### src/acsc_defines.svh
/*
 * Constants of the converter start control: register offsets, field
 * positions, reset values and timing counts.
 * Assumes a 25 MHz system clock and an 8-bit register port.
 */
`ifndef ACSC_DEFINES_SVH
`define ACSC_DEFINES_SVH

// register offsets
`define ACSC_OFS_CHAN 8'hBB
`define ACSC_OFS_CFG 8'hBC
`define ACSC_OFS_RES_LO 8'hBD
`define ACSC_OFS_RES_HI 8'hBE
`define ACSC_OFS_CTRL 8'hE8

// converter_control_reg fields
`define ACSC_CTRL_DONE 5
`define ACSC_CTRL_BUSY 4
`define ACSC_CTRL_IE 3
`define ACSC_CTRL_SRC_HI 2
`define ACSC_CTRL_SRC_LO 0

// converter_config_reg fields
`define ACSC_CFG_DIV_HI 7
`define ACSC_CFG_DIV_LO 3

// positive_channel_reg field
`define ACSC_CHAN_HI 4
`define ACSC_CHAN_LO 0

// reset values
`define ACSC_RST_CHAN 5'h00
`define ACSC_RST_DIV 5'h1F
`define ACSC_RST_SRC 3'h0

// start source codes
`define ACSC_SRC_SW 3'h0
`define ACSC_SRC_T0 3'h1
`define ACSC_SRC_T2 3'h2
`define ACSC_SRC_T1 3'h3
`define ACSC_SRC_EXT 3'h4
`define ACSC_SRC_T3 3'h5

// timing
`define ACSC_CLK_PERIOD_NS 40
`define ACSC_MIN_PERIOD_NS 5000
`define ACSC_MIN_CYC 8'((`ACSC_MIN_PERIOD_NS + `ACSC_CLK_PERIOD_NS - 1) / `ACSC_CLK_PERIOD_NS)
`define ACSC_CONV_CLKS 4'hD

`endif

### src/acsc_pkg.sv
/*
 * Types of the converter start control: phase enum and state structs.
 * Assumes nothing beyond a SystemVerilog compiler.
 */
package acsc_pkg;

   typedef enum logic [1:0] {
      ACSC_IDLE = 2'b00,
      ACSC_CONV = 2'b01
   } acsc_phase_t;

   typedef struct packed {
      acsc_phase_t phase;
      logic busy;
      logic done;
      logic ie;
      logic [2:0] src;
      logic [4:0] div;
      logic [4:0] chan;
      logic [4:0] div_cnt;
      logic [3:0] conv_cnt;
      logic [7:0] per_cnt;
      logic [7:0] res_hi;
      logic [7:0] res_lo;
      logic [7:0] rdata;
      logic tick;
      logic start;
      logic irq;
   } acsc_state_t;

   typedef struct packed {
      logic prev;
   } acsc_edge_state_t;

endpackage

### src/acsc_edge_detect.sv
/*
 * One-cycle edge detector on a level, rising or falling by parameter.
 * Assumes the level is synchronous to clk_sys_in.
 */
`timescale 1ns/10ps

module acsc_edge_detect #(
   parameter bit RISING = 1'b1
) (
   input wire logic clk_sys_in,
   input wire logic nrst_in,
   input wire logic level_in,
   output logic edge_out
);

   acsc_pkg::acsc_edge_state_t st_q;
   acsc_pkg::acsc_edge_state_t st_d;

   always_comb begin
      st_d = st_q;
      st_d.prev = level_in;
   end

   always_ff @(posedge clk_sys_in) begin
      if (!nrst_in) begin
         st_q <= '0;
      end else begin
         st_q <= st_d;
      end
   end

   assign edge_out = RISING ? (level_in & ~st_q.prev) : (~level_in & st_q.prev);

endmodule

### src/acsc_top.sv
/*
 * Converter start control: conversion clock divider, start source
 * selection, busy tracking, done flag, result bytes, channel select.
 * Assumes timer overflow inputs are one-cycle pulses, the external
 * start pin is synchronous to clk_sys_in, and the analog side holds
 * adc_data_in steady at the end of a conversion.
 */
`timescale 1ns/10ps
`include "acsc_defines.svh"

// How it works
// - a conversion never lasts less than five microseconds, so at most 200 ksps.
// - conversion clock is system clock divided by divide field plus one, 0..31.
// - start source field picks the single event that may start a conversion.
// - with software source, writing one to the busy bit starts a conversion.
// - timer zero, one, two or three overflow starts a conversion when selected.
// - with external source, each rising edge on the start pin while idle starts one.
// - busy reads one throughout a conversion and drops to zero when it ends.
// - busy falling sets the done flag and raises interrupt when enabled.
// - result bytes hold the converted value whenever done reads one.
// - timers two and three use low overflow in 8-bit, high in 16-bit mode.
// - channel register holds five writable bits four to zero, reset zero.
module acsc_top (
   input wire logic clk_sys_in,
   input wire logic nrst_in,
   input wire logic [7:0] reg_addr_in,
   input wire logic [7:0] reg_wdata_in,
   input wire logic reg_wr_in,
   input wire logic reg_rd_in,
   input wire logic tmr0_ovf_in,
   input wire logic tmr1_ovf_in,
   input wire logic tmr2_lo_ovf_in,
   input wire logic tmr2_hi_ovf_in,
   input wire logic tmr2_mode16_in,
   input wire logic tmr3_lo_ovf_in,
   input wire logic tmr3_hi_ovf_in,
   input wire logic tmr3_mode16_in,
   input wire logic external_start_pin_in,
   input wire logic [9:0] adc_data_in,
   output logic [7:0] reg_rdata_out,
   output logic conv_clk_tick_out,
   output logic conv_start_out,
   output logic conv_busy_out,
   output logic [4:0] positive_channel_out,
   output logic irq_out
);

   acsc_pkg::acsc_state_t st_q;
   acsc_pkg::acsc_state_t st_d;

   logic pin_rise;
   logic busy_fall;
   logic wr_ctrl;
   logic wr_cfg;
   logic wr_chan;
   logic trig;
   logic end_conv;

   acsc_edge_detect #(
      .RISING(1'b1)
   ) u_pin_edge (
      .clk_sys_in(clk_sys_in),
      .nrst_in(nrst_in),
      .level_in(external_start_pin_in),
      .edge_out(pin_rise)
   );

   acsc_edge_detect #(
      .RISING(1'b0)
   ) u_busy_edge (
      .clk_sys_in(clk_sys_in),
      .nrst_in(nrst_in),
      .level_in(st_q.busy),
      .edge_out(busy_fall)
   );

   always_comb begin
      wr_ctrl = 1'b0;
      wr_cfg = 1'b0;
      wr_chan = 1'b0;
      if (reg_wr_in && reg_addr_in == `ACSC_OFS_CTRL) begin
         wr_ctrl = 1'b1;
      end else if (reg_wr_in && reg_addr_in == `ACSC_OFS_CFG) begin
         wr_cfg = 1'b1;
      end else if (reg_wr_in && reg_addr_in == `ACSC_OFS_CHAN) begin
         wr_chan = 1'b1;
      end
   end

   always_comb begin
      case (st_q.src)
         `ACSC_SRC_SW: trig = wr_ctrl && reg_wdata_in[`ACSC_CTRL_BUSY];
         `ACSC_SRC_T0: trig = tmr0_ovf_in;
         `ACSC_SRC_T1: trig = tmr1_ovf_in;
         `ACSC_SRC_T2: trig = tmr2_mode16_in ? tmr2_hi_ovf_in : tmr2_lo_ovf_in;
         `ACSC_SRC_T3: trig = tmr3_mode16_in ? tmr3_hi_ovf_in : tmr3_lo_ovf_in;
         `ACSC_SRC_EXT: trig = pin_rise;
         default: trig = 1'b0;
      endcase
   end

   // both clock count and least period
   assign end_conv = (st_q.conv_cnt == `ACSC_CONV_CLKS) && (st_q.per_cnt >= `ACSC_MIN_CYC - 8'h01);

   always_comb begin
      st_d = st_q;
      st_d.tick = 1'b0;
      st_d.start = 1'b0;

      if (wr_cfg) begin
         st_d.div = reg_wdata_in[`ACSC_CFG_DIV_HI:`ACSC_CFG_DIV_LO];
      end
      if (wr_chan) begin
         st_d.chan = reg_wdata_in[`ACSC_CHAN_HI:`ACSC_CHAN_LO];
      end
      if (wr_ctrl) begin
         st_d.ie = reg_wdata_in[`ACSC_CTRL_IE];
         st_d.src = reg_wdata_in[`ACSC_CTRL_SRC_HI:`ACSC_CTRL_SRC_LO];
         // cleared only by a zero write
         if (!reg_wdata_in[`ACSC_CTRL_DONE]) begin
            st_d.done = 1'b0;
         end
      end
      if (busy_fall) begin
         st_d.done = 1'b1;
      end

      case (st_q.phase)
         acsc_pkg::ACSC_IDLE: begin
            if (trig) begin
               st_d.phase = acsc_pkg::ACSC_CONV;
               st_d.busy = 1'b1;
               st_d.start = 1'b1;
               st_d.div_cnt = 5'h00;
               st_d.conv_cnt = 4'h0;
               st_d.per_cnt = 8'h00;
            end
         end
         acsc_pkg::ACSC_CONV: begin
            if (st_q.per_cnt != 8'hFF) begin
               st_d.per_cnt = st_q.per_cnt + 8'h01;
            end
            if (st_q.conv_cnt != `ACSC_CONV_CLKS) begin
               if (st_q.div_cnt == st_q.div) begin
                  st_d.div_cnt = 5'h00;
                  st_d.tick = 1'b1;
                  st_d.conv_cnt = st_q.conv_cnt + 4'h1;
               end else begin
                  st_d.div_cnt = st_q.div_cnt + 5'h01;
               end
            end
            if (end_conv) begin
               st_d.phase = acsc_pkg::ACSC_IDLE;
               st_d.busy = 1'b0;
               st_d.res_hi = {6'h00, adc_data_in[9:8]};
               st_d.res_lo = adc_data_in[7:0];
            end
         end
         default: begin
            st_d.phase = acsc_pkg::ACSC_IDLE;
            st_d.busy = 1'b0;
         end
      endcase

      st_d.irq = st_d.done && st_d.ie;

      st_d.rdata = 8'h00;
      if (reg_rd_in && reg_addr_in == `ACSC_OFS_CTRL) begin
         st_d.rdata = {2'b00, st_q.done, st_q.busy, st_q.ie, st_q.src};
      end else if (reg_rd_in && reg_addr_in == `ACSC_OFS_CFG) begin
         st_d.rdata = {st_q.div, 3'b000};
      end else if (reg_rd_in && reg_addr_in == `ACSC_OFS_CHAN) begin
         st_d.rdata = {3'b000, st_q.chan};
      end else if (reg_rd_in && reg_addr_in == `ACSC_OFS_RES_LO) begin
         st_d.rdata = st_q.res_lo;
      end else if (reg_rd_in && reg_addr_in == `ACSC_OFS_RES_HI) begin
         st_d.rdata = st_q.res_hi;
      end
   end

   always_ff @(posedge clk_sys_in) begin
      if (!nrst_in) begin
         st_q <= '0;
         st_q.phase <= acsc_pkg::ACSC_IDLE;
         st_q.div <= `ACSC_RST_DIV;
         st_q.src <= `ACSC_RST_SRC;
         st_q.chan <= `ACSC_RST_CHAN;
      end else begin
         st_q <= st_d;
      end
   end

   assign reg_rdata_out = st_q.rdata;
   assign conv_clk_tick_out = st_q.tick;
   assign conv_start_out = st_q.start;
   assign conv_busy_out = st_q.busy;
   assign positive_channel_out = st_q.chan;
   assign irq_out = st_q.irq;
endmodule

### config.mk
export PLATFORM = sky130hd
export DESIGN_NAME = acsc_top
export DESIGN_NICKNAME = d
export VERILOG_FILES = /design/src/acsc_pkg.sv /design/src/acsc_edge_detect.sv /design/src/acsc_top.sv
export VERILOG_INCLUDE_DIRS = /design/src /design/src/src
export SDC_FILE = /design/constraint.sdc
export NUM_CORES = 1
export LEC_CHECK = 0
export BUFFER_PORTS_ARGS = -buffer_cell sky130_fd_sc_hd__buf_2
export CORE_MARGIN = 4
export CORE_UTILIZATION = 40
export CTS_CLUSTER_SIZE = 8
export DETAILED_ROUTE_END_ITERATION = 6
export PLACE_DENSITY = 0.66
export SLEW_MARGIN = 20
export SYNTH_ARGS = -nofsm -noshare
export SYNTH_HDL_FRONTEND = slang
export SYNTH_HIERARCHICAL = 1
export SYNTH_SLANG_ARGS = --single-unit
export TNS_END_PERCENT = 50
### constraint.sdc
create_clock -name clk_sys_in -period 2 [get_ports clk_sys_in]
set_input_delay 0.4 -clock clk_sys_in [delete_from_list [all_inputs] [get_ports clk_sys_in]]
set_output_delay 0.4 -clock clk_sys_in [all_outputs]
set_load 0.02 [all_outputs]
Word-level counts from Yosys, hierarchy flattened --
Cells that the tools add are included.
Operators by class: add/sub/neg operators 3, multipliers 0, divide/modulo/power cells 0, order comparisons 1, equality and inequality tests 20, shift operators 0, mux-type cells 28, bitwise logic cells 5, reduce and logical (&&, ||, !) cells 22
Operators by type and width (count):
- equality test 8 bit (second input constant) | 5
- case mux 17 bit (2 select lines) | 1
- two-way mux 8 bit | 4
- two-way mux 17 bit | 1
- two-way mux 1 bit | 12
- logical AND 1 bit | 11
- two-way mux 5 bit | 2
- inequality test 2 bit (second input constant) | 5
- two-way mux 9 bit | 1
- AND reduction 3 bit | 3
- adder 8 x 1 -> 8 bit (second input constant) | 1
- greater-or-equal comparator 8 x 7 -> 1 bit (second input constant) | 1
- inequality test 8 bit (second input constant) | 1
- equality test 3 x 2 -> 1 bit (second input constant) | 2
- equality test 3 bit (second input constant) | 2
- two-way mux 3 bit | 2
- two-way mux 6 bit | 1
- case mux 1 bit (6 select lines) | 1
- case mux 3 bit (2 select lines) | 1
- AND reduction 2 bit | 3
- adder 5 x 1 -> 5 bit (second input constant) | 1
- equality test 5 bit | 1
- adder 4 x 1 -> 4 bit (second input constant) | 1
- equality test 4 bit (second input constant) | 1
- other kinds (12) | 15
Word-level totals: register bits after elaboration 58, bits in latches 0, bits in writable memories 0, bits in read-only memories 0, input bits 39, word-level logic and storage cells 98, memories 0

Logic depth before layout (Yosys ltp) --
word-level depth 7, mapped depth 7

By module --
Netlist, hierarchy kept.
By module, submodules not included:
- acsc_top | instances 1, cells each 306, area each 2718.9 µm², sequential area each 1081.0 µm²
- acsc_edge_detect at u_pin_edge | instances 1, cells each 3, area each 40.0 µm², sequential area each 20.0 µm²
- acsc_edge_detect at u_busy_edge | instances 1, cells each 3, area each 36.3 µm², sequential area each 20.0 µm²

Worst setup path before layout --
Ideal clock, no wire load.
kind input port to flip-flop, start point input port reg_addr_in[1], end point register st_q[42] in the netlist's numbering, setup time 0.119 ns, arrival 1.633 ns, data required time 1.881 ns, slack 0.248 ns, cell stages on the path 6, path buffers 1, cell sequence buf_2 > and4b_1 > nand4_1 > a221oi_2 > a21oi_1 > o221a_2
Between the ends: word-level cells in the longest chain between the ends 7
RTL lines:
- start: declaration | RTL line acsc_top.sv:26 | input wire logic [7:0] reg_addr_in,
- equality test 8 bit (no source line)
- logical AND 1 bit (no source line)
- two-way mux 1 bit | RTL line acsc_top.sv:81 | if (reg_wr_in && reg_addr_in == `ACSC_OFS_CTRL) begin
- logical AND 1 bit | RTL line acsc_top.sv:92 | `ACSC_SRC_SW: trig = wr_ctrl && reg_wdata_in[`ACSC_CTRL_BUSY];
- case mux 1 bit (6 select lines) | RTL line acsc_top.sv:91 | case (st_q.src)
- inequality test 2 bit (no source line)
- AND reduction 3 bit (no source line)
- end signal: assignment | RTL line acsc_top.sv:189 | st_q <= st_d;
- end: declaration | RTL line acsc_top.sv:48 | acsc_pkg::acsc_state_t st_q;
Every way passes these cells. A chain may end at the register's enable or synchronous reset.

Final worst setup path --
start point register st_q[54] in the netlist's numbering, end point register st_q[43] in the netlist's numbering
Between the ends: word-level cells in the longest chain between the ends 4, elaborated cells between the ends (all ways) 9
RTL lines (RTL line):
- equality test 3 bit (tied with other cells) | acsc_top.sv:91
- case mux 1 bit (6 select lines) (*) | acsc_top.sv:91
- inequality test 2 bit (no source line) (*)
- AND reduction 3 bit (no source line) (*)
Mark *: on every way between the ends. The rest lies on a longest branch, timed or not.

==> flow_metrics.env <==
export IMPL_status="complete, no violations"
export IMPL_skew_ps=4.483
export IMPL_seq_area_um2=1122
export IMPL_grt_use_total_pct=15.32
export IMPL_dieArea_um2=8390
export IMPL_post_route_period_util_pct=89.17
export IMPL_die_h_um=91.60
export IMPL_cp_start_kind="flop"
export IMPL_clk_pin_slew_ps=100
export IMPL_yosysWarnings=6
export IMPL_p_comb_share_pct=6.3
export IMPL_syn_inst=312
export IMPL_finalHoldViolations=0
export IMPL_drv_slew=0
export IMPL_power_density_nw_per_um2=605.7
export IMPL_peakVddDrop_mv=0.2662
export IMPL_critPathKind="flop to flop"
export IMPL_rsz0062_at_grt="no"
export IMPL_clockBufferDepth=2
export IMPL_critical_path_top_delay_family="compound AO/OA/AOI/OAI gates"
export IMPL_p_int_mw=1.556
export IMPL_r2r_start="st_q[54]"
export IMPL_synth_area_um2=2795
export IMPL_pwr_share_clk_pct=37.7
export IMPL_fillCellCount=664
export IMPL_crit_chain="nor2_1 -> a211o_1 -> a221oi_2 -> a21oi_1 -> o221a_2"
export IMPL_route_met3_wl_um=347
export IMPL_viasPerCell=5.264
export IMPL_avgSynthCellArea_um2=8.959
export IMPL_reg2reg_slack_ps=220
export IMPL_fmax_ghz=0.5608
export IMPL_p_sw_mw=0.4407
export IMPL_start_util_pct=41.14
export IMPL_fin_setup_tns_ps=0
export IMPL_cts_tree="built"
export IMPL_hold_path_class="input port to flop"
export IMPL_min_from="adc_data_in[5]"
export IMPL_rows=30
export IMPL_dpl_cell_area_um2=3179
export IMPL_path_buf_inv=0
export IMPL_antenna_found_initial=0
export IMPL_place_gp_congestion=0.8563
export IMPL_crit_required_ps=2210
export IMPL_arrival_ps=1990
export IMPL_grt_max_degree=33
export IMPL_dr_wl_met2_mm=3.146
export IMPL_syn2layout_area_growth_pct=17.91
export IMPL_die_w_um=91.60
export IMPL_met1_length_mm=2.685
export IMPL_grt_pass1_wl_mm=10.63
export IMPL_switching_share_pct=22.08
export IMPL_core_area_um2=6794
export IMPL_power_mw=1.996
export IMPL_setup_violations_final=0
export IMPL_dp_hpwl_mm=4.870
export IMPL_port_buffers=55
export IMPL_grt_ovfl_total=0
export IMPL_dr_total_vias=2432
export IMPL_top_layer_used="met4"
export IMPL_htreeDepth=2
export IMPL_leakage_nw=1.361
export IMPL_critical_path_startpoint="st_q[54]"
export IMPL_ios=56
export IMPL_ys_seq_area_share_pct=40.11
export IMPL_final_core_util_pct=48.51
export IMPL_diodes=0
export IMPL_layout_nets=409
export IMPL_multi_input_comb_area_um2=1493
export IMPL_crit_path_top_delay_cell="dfxtp_1"
export IMPL_synth_edf_count=0
export IMPL_clk_latency_ps=310
export IMPL_seqPwrFrac_pct=56.0
export IMPL_drt_total_wl_mm=6.251
export IMPL_cts_root_buf="clkbuf_8"
export IMPL_max_slew_margin_rel_pct=75.71
export IMPL_drc=0
export IMPL_path_max_fanout=7
export IMPL_maxCapViolations=0
export IMPL_ant_nets=0
export IMPL_initialDrtViolationCount=90
export IMPL_slowest_delay_ps=480
export IMPL_async_flop_share_pct=0
export IMPL_period_needed_ps=1783
export IMPL_drt_pass1_iter_count=4
export IMPL_syn_num_nets=356
export IMPL_synthDistinctLibCells=56
export IMPL_ys_ff_latch=56
export IMPL_numCtsBuffers=5
export IMPL_worst_slew_pin_slew_ps=363.6
export IMPL_fin_area_um2=3296
export IMPL_drive_gt1_share_pct=26.50
export IMPL_end_kind="flop"
export IMPL_cts_sinks=56
export IMPL_wire_per_inst_um=13.53
export IMPL_grt_pass1_vias=2305
export IMPL_synth_top_flop_cell="dfxtp_1"
==> per-stage QoR <==
step	hold WS, ps	worst slack (ps)	cells
after floorplan	435.3	248.5	312
after global placement	449.6	90.45	454
after detailed placement	454.7	81.73	454
after CTS	290.6	130.4	462
after global routing	296.5	59.53	462
final	299.6	216.7	462
==> worst register-to-register path, cell delays in order, from the launching register on <==
cell      delay [ps]
dfxtp_1          480
nor2_1            80
a211o_1          300
a221oi_2         390
a21oi_1          120
o221a_2          310
==> cells by family after synthesis <==
logic type	synth area share [%]
flip-flops	40.11
adder cells (fa/ha/maj)	2.238
multiplexers	5.506
AND/OR/NAND/NOR	26.14
XOR/XNOR	3.447
buffers and inverters	6.490
AO/OA/AOI/OAI	16.07
==> state kept, by name (all words and copies together), names as in the netlist <==
name	count
conv_busy_out	1
conv_start_out	1
u_busy_edge/st_q	1
positive_channel_out	5
st_q	37
conv_clk_tick_out	1
irq_out	1
reg_rdata_out	8
u_pin_edge/st_q	1
==> final cells by class <==
class / count / share of cell area (%)
clock buffers: 5 / 2.088
clock inverters: 3 / 1.405
inverters: 4 / 0.4556
multi-input cells: 224 / 45.29
flip-flops and latches: 56 / 34.05
well taps: 96 / 3.645
repair buffers: 74 / 13.06
==> what timing repair did <==
item	4_1_cts	5_1_grt
hold buffers	0	0
buffers inserted	0	0
endpoints found under the setup margin	0	1
endpoints found under the hold margin	0	0
gates resized for setup	0	1
==> worst paths after layout <==
check	end	cells after the start
max reg2reg	st_q[43]	5
min	st_q[16]	3
min reg2reg	st_q[19]	2
max	st_q[43]	5
==> cells in the final DEF (no fill, tap or decap), types with 6 or more instances in the layout <==
cell / Yosys / layout
nor2b_1: 15 / 15
dfxtp_1: 56 / 55
buf_4: 13 / 18
o22ai_1: 6 / 6
buf_2: 4 / 55
nor2_1: 8 / 8
o21ai_0: 14 / 14
xnor2_1: 8 / 8
nand3_1: 27 / 27
nand2_1: 44 / 44
and3_1: 6 / 6
and2_1: 6 / 6
mux2i_1: 12 / 12
==> cell usage after synthesis, types with 5 or more instances <==
| library cell | instances | area, um^2 |
|---|---|---|
| nor2_1 | 8 | 30.03 |
| ha_1 | 5 | 62.56 |
| mux2i_1 | 12 | 120.1 |
| dfxtp_1 | 56 | 1121 |
| clkbuf_1 | 10 | 37.54 |
| nand2_1 | 44 | 165.2 |
| o21ai_0 | 14 | 70.07 |
| buf_4 | 13 | 97.59 |
| and3_1 | 6 | 37.54 |
| o22ai_1 | 6 | 37.54 |
| and2_1 | 6 | 37.54 |
| nand3_1 | 27 | 135.1 |
| xnor2_1 | 8 | 70.07 |
| nor2b_1 | 15 | 93.84 |
==> power by group through the flow <==
| stage | combinational [mW] | clock (mW) | sequential, mW |
|---|---|---|---|
| 2_1_floorplan | 0.0568 | 0 | 1.14 |
| 3_3_place_gp | 0.126 | 0 | 1.14 |
| 3_5_place_dp | 0.126 | 0 | 1.14 |
| 4_1_cts | 0.127 | 0.776 | 1.12 |
| 5_1_grt | 0.139 | 0.818 | 1.12 |
| 6_report | 0.126 | 0.752 | 1.12 |
==> metal layers <==
metal	track usage [%]	up-vias
met1	18.77	1151
met4	3.894	0
met2	26.78	57
met5	0	-
li1	-	1216
met3	3.645	8
Note: power is estimated with default switching activity, not from simulation.
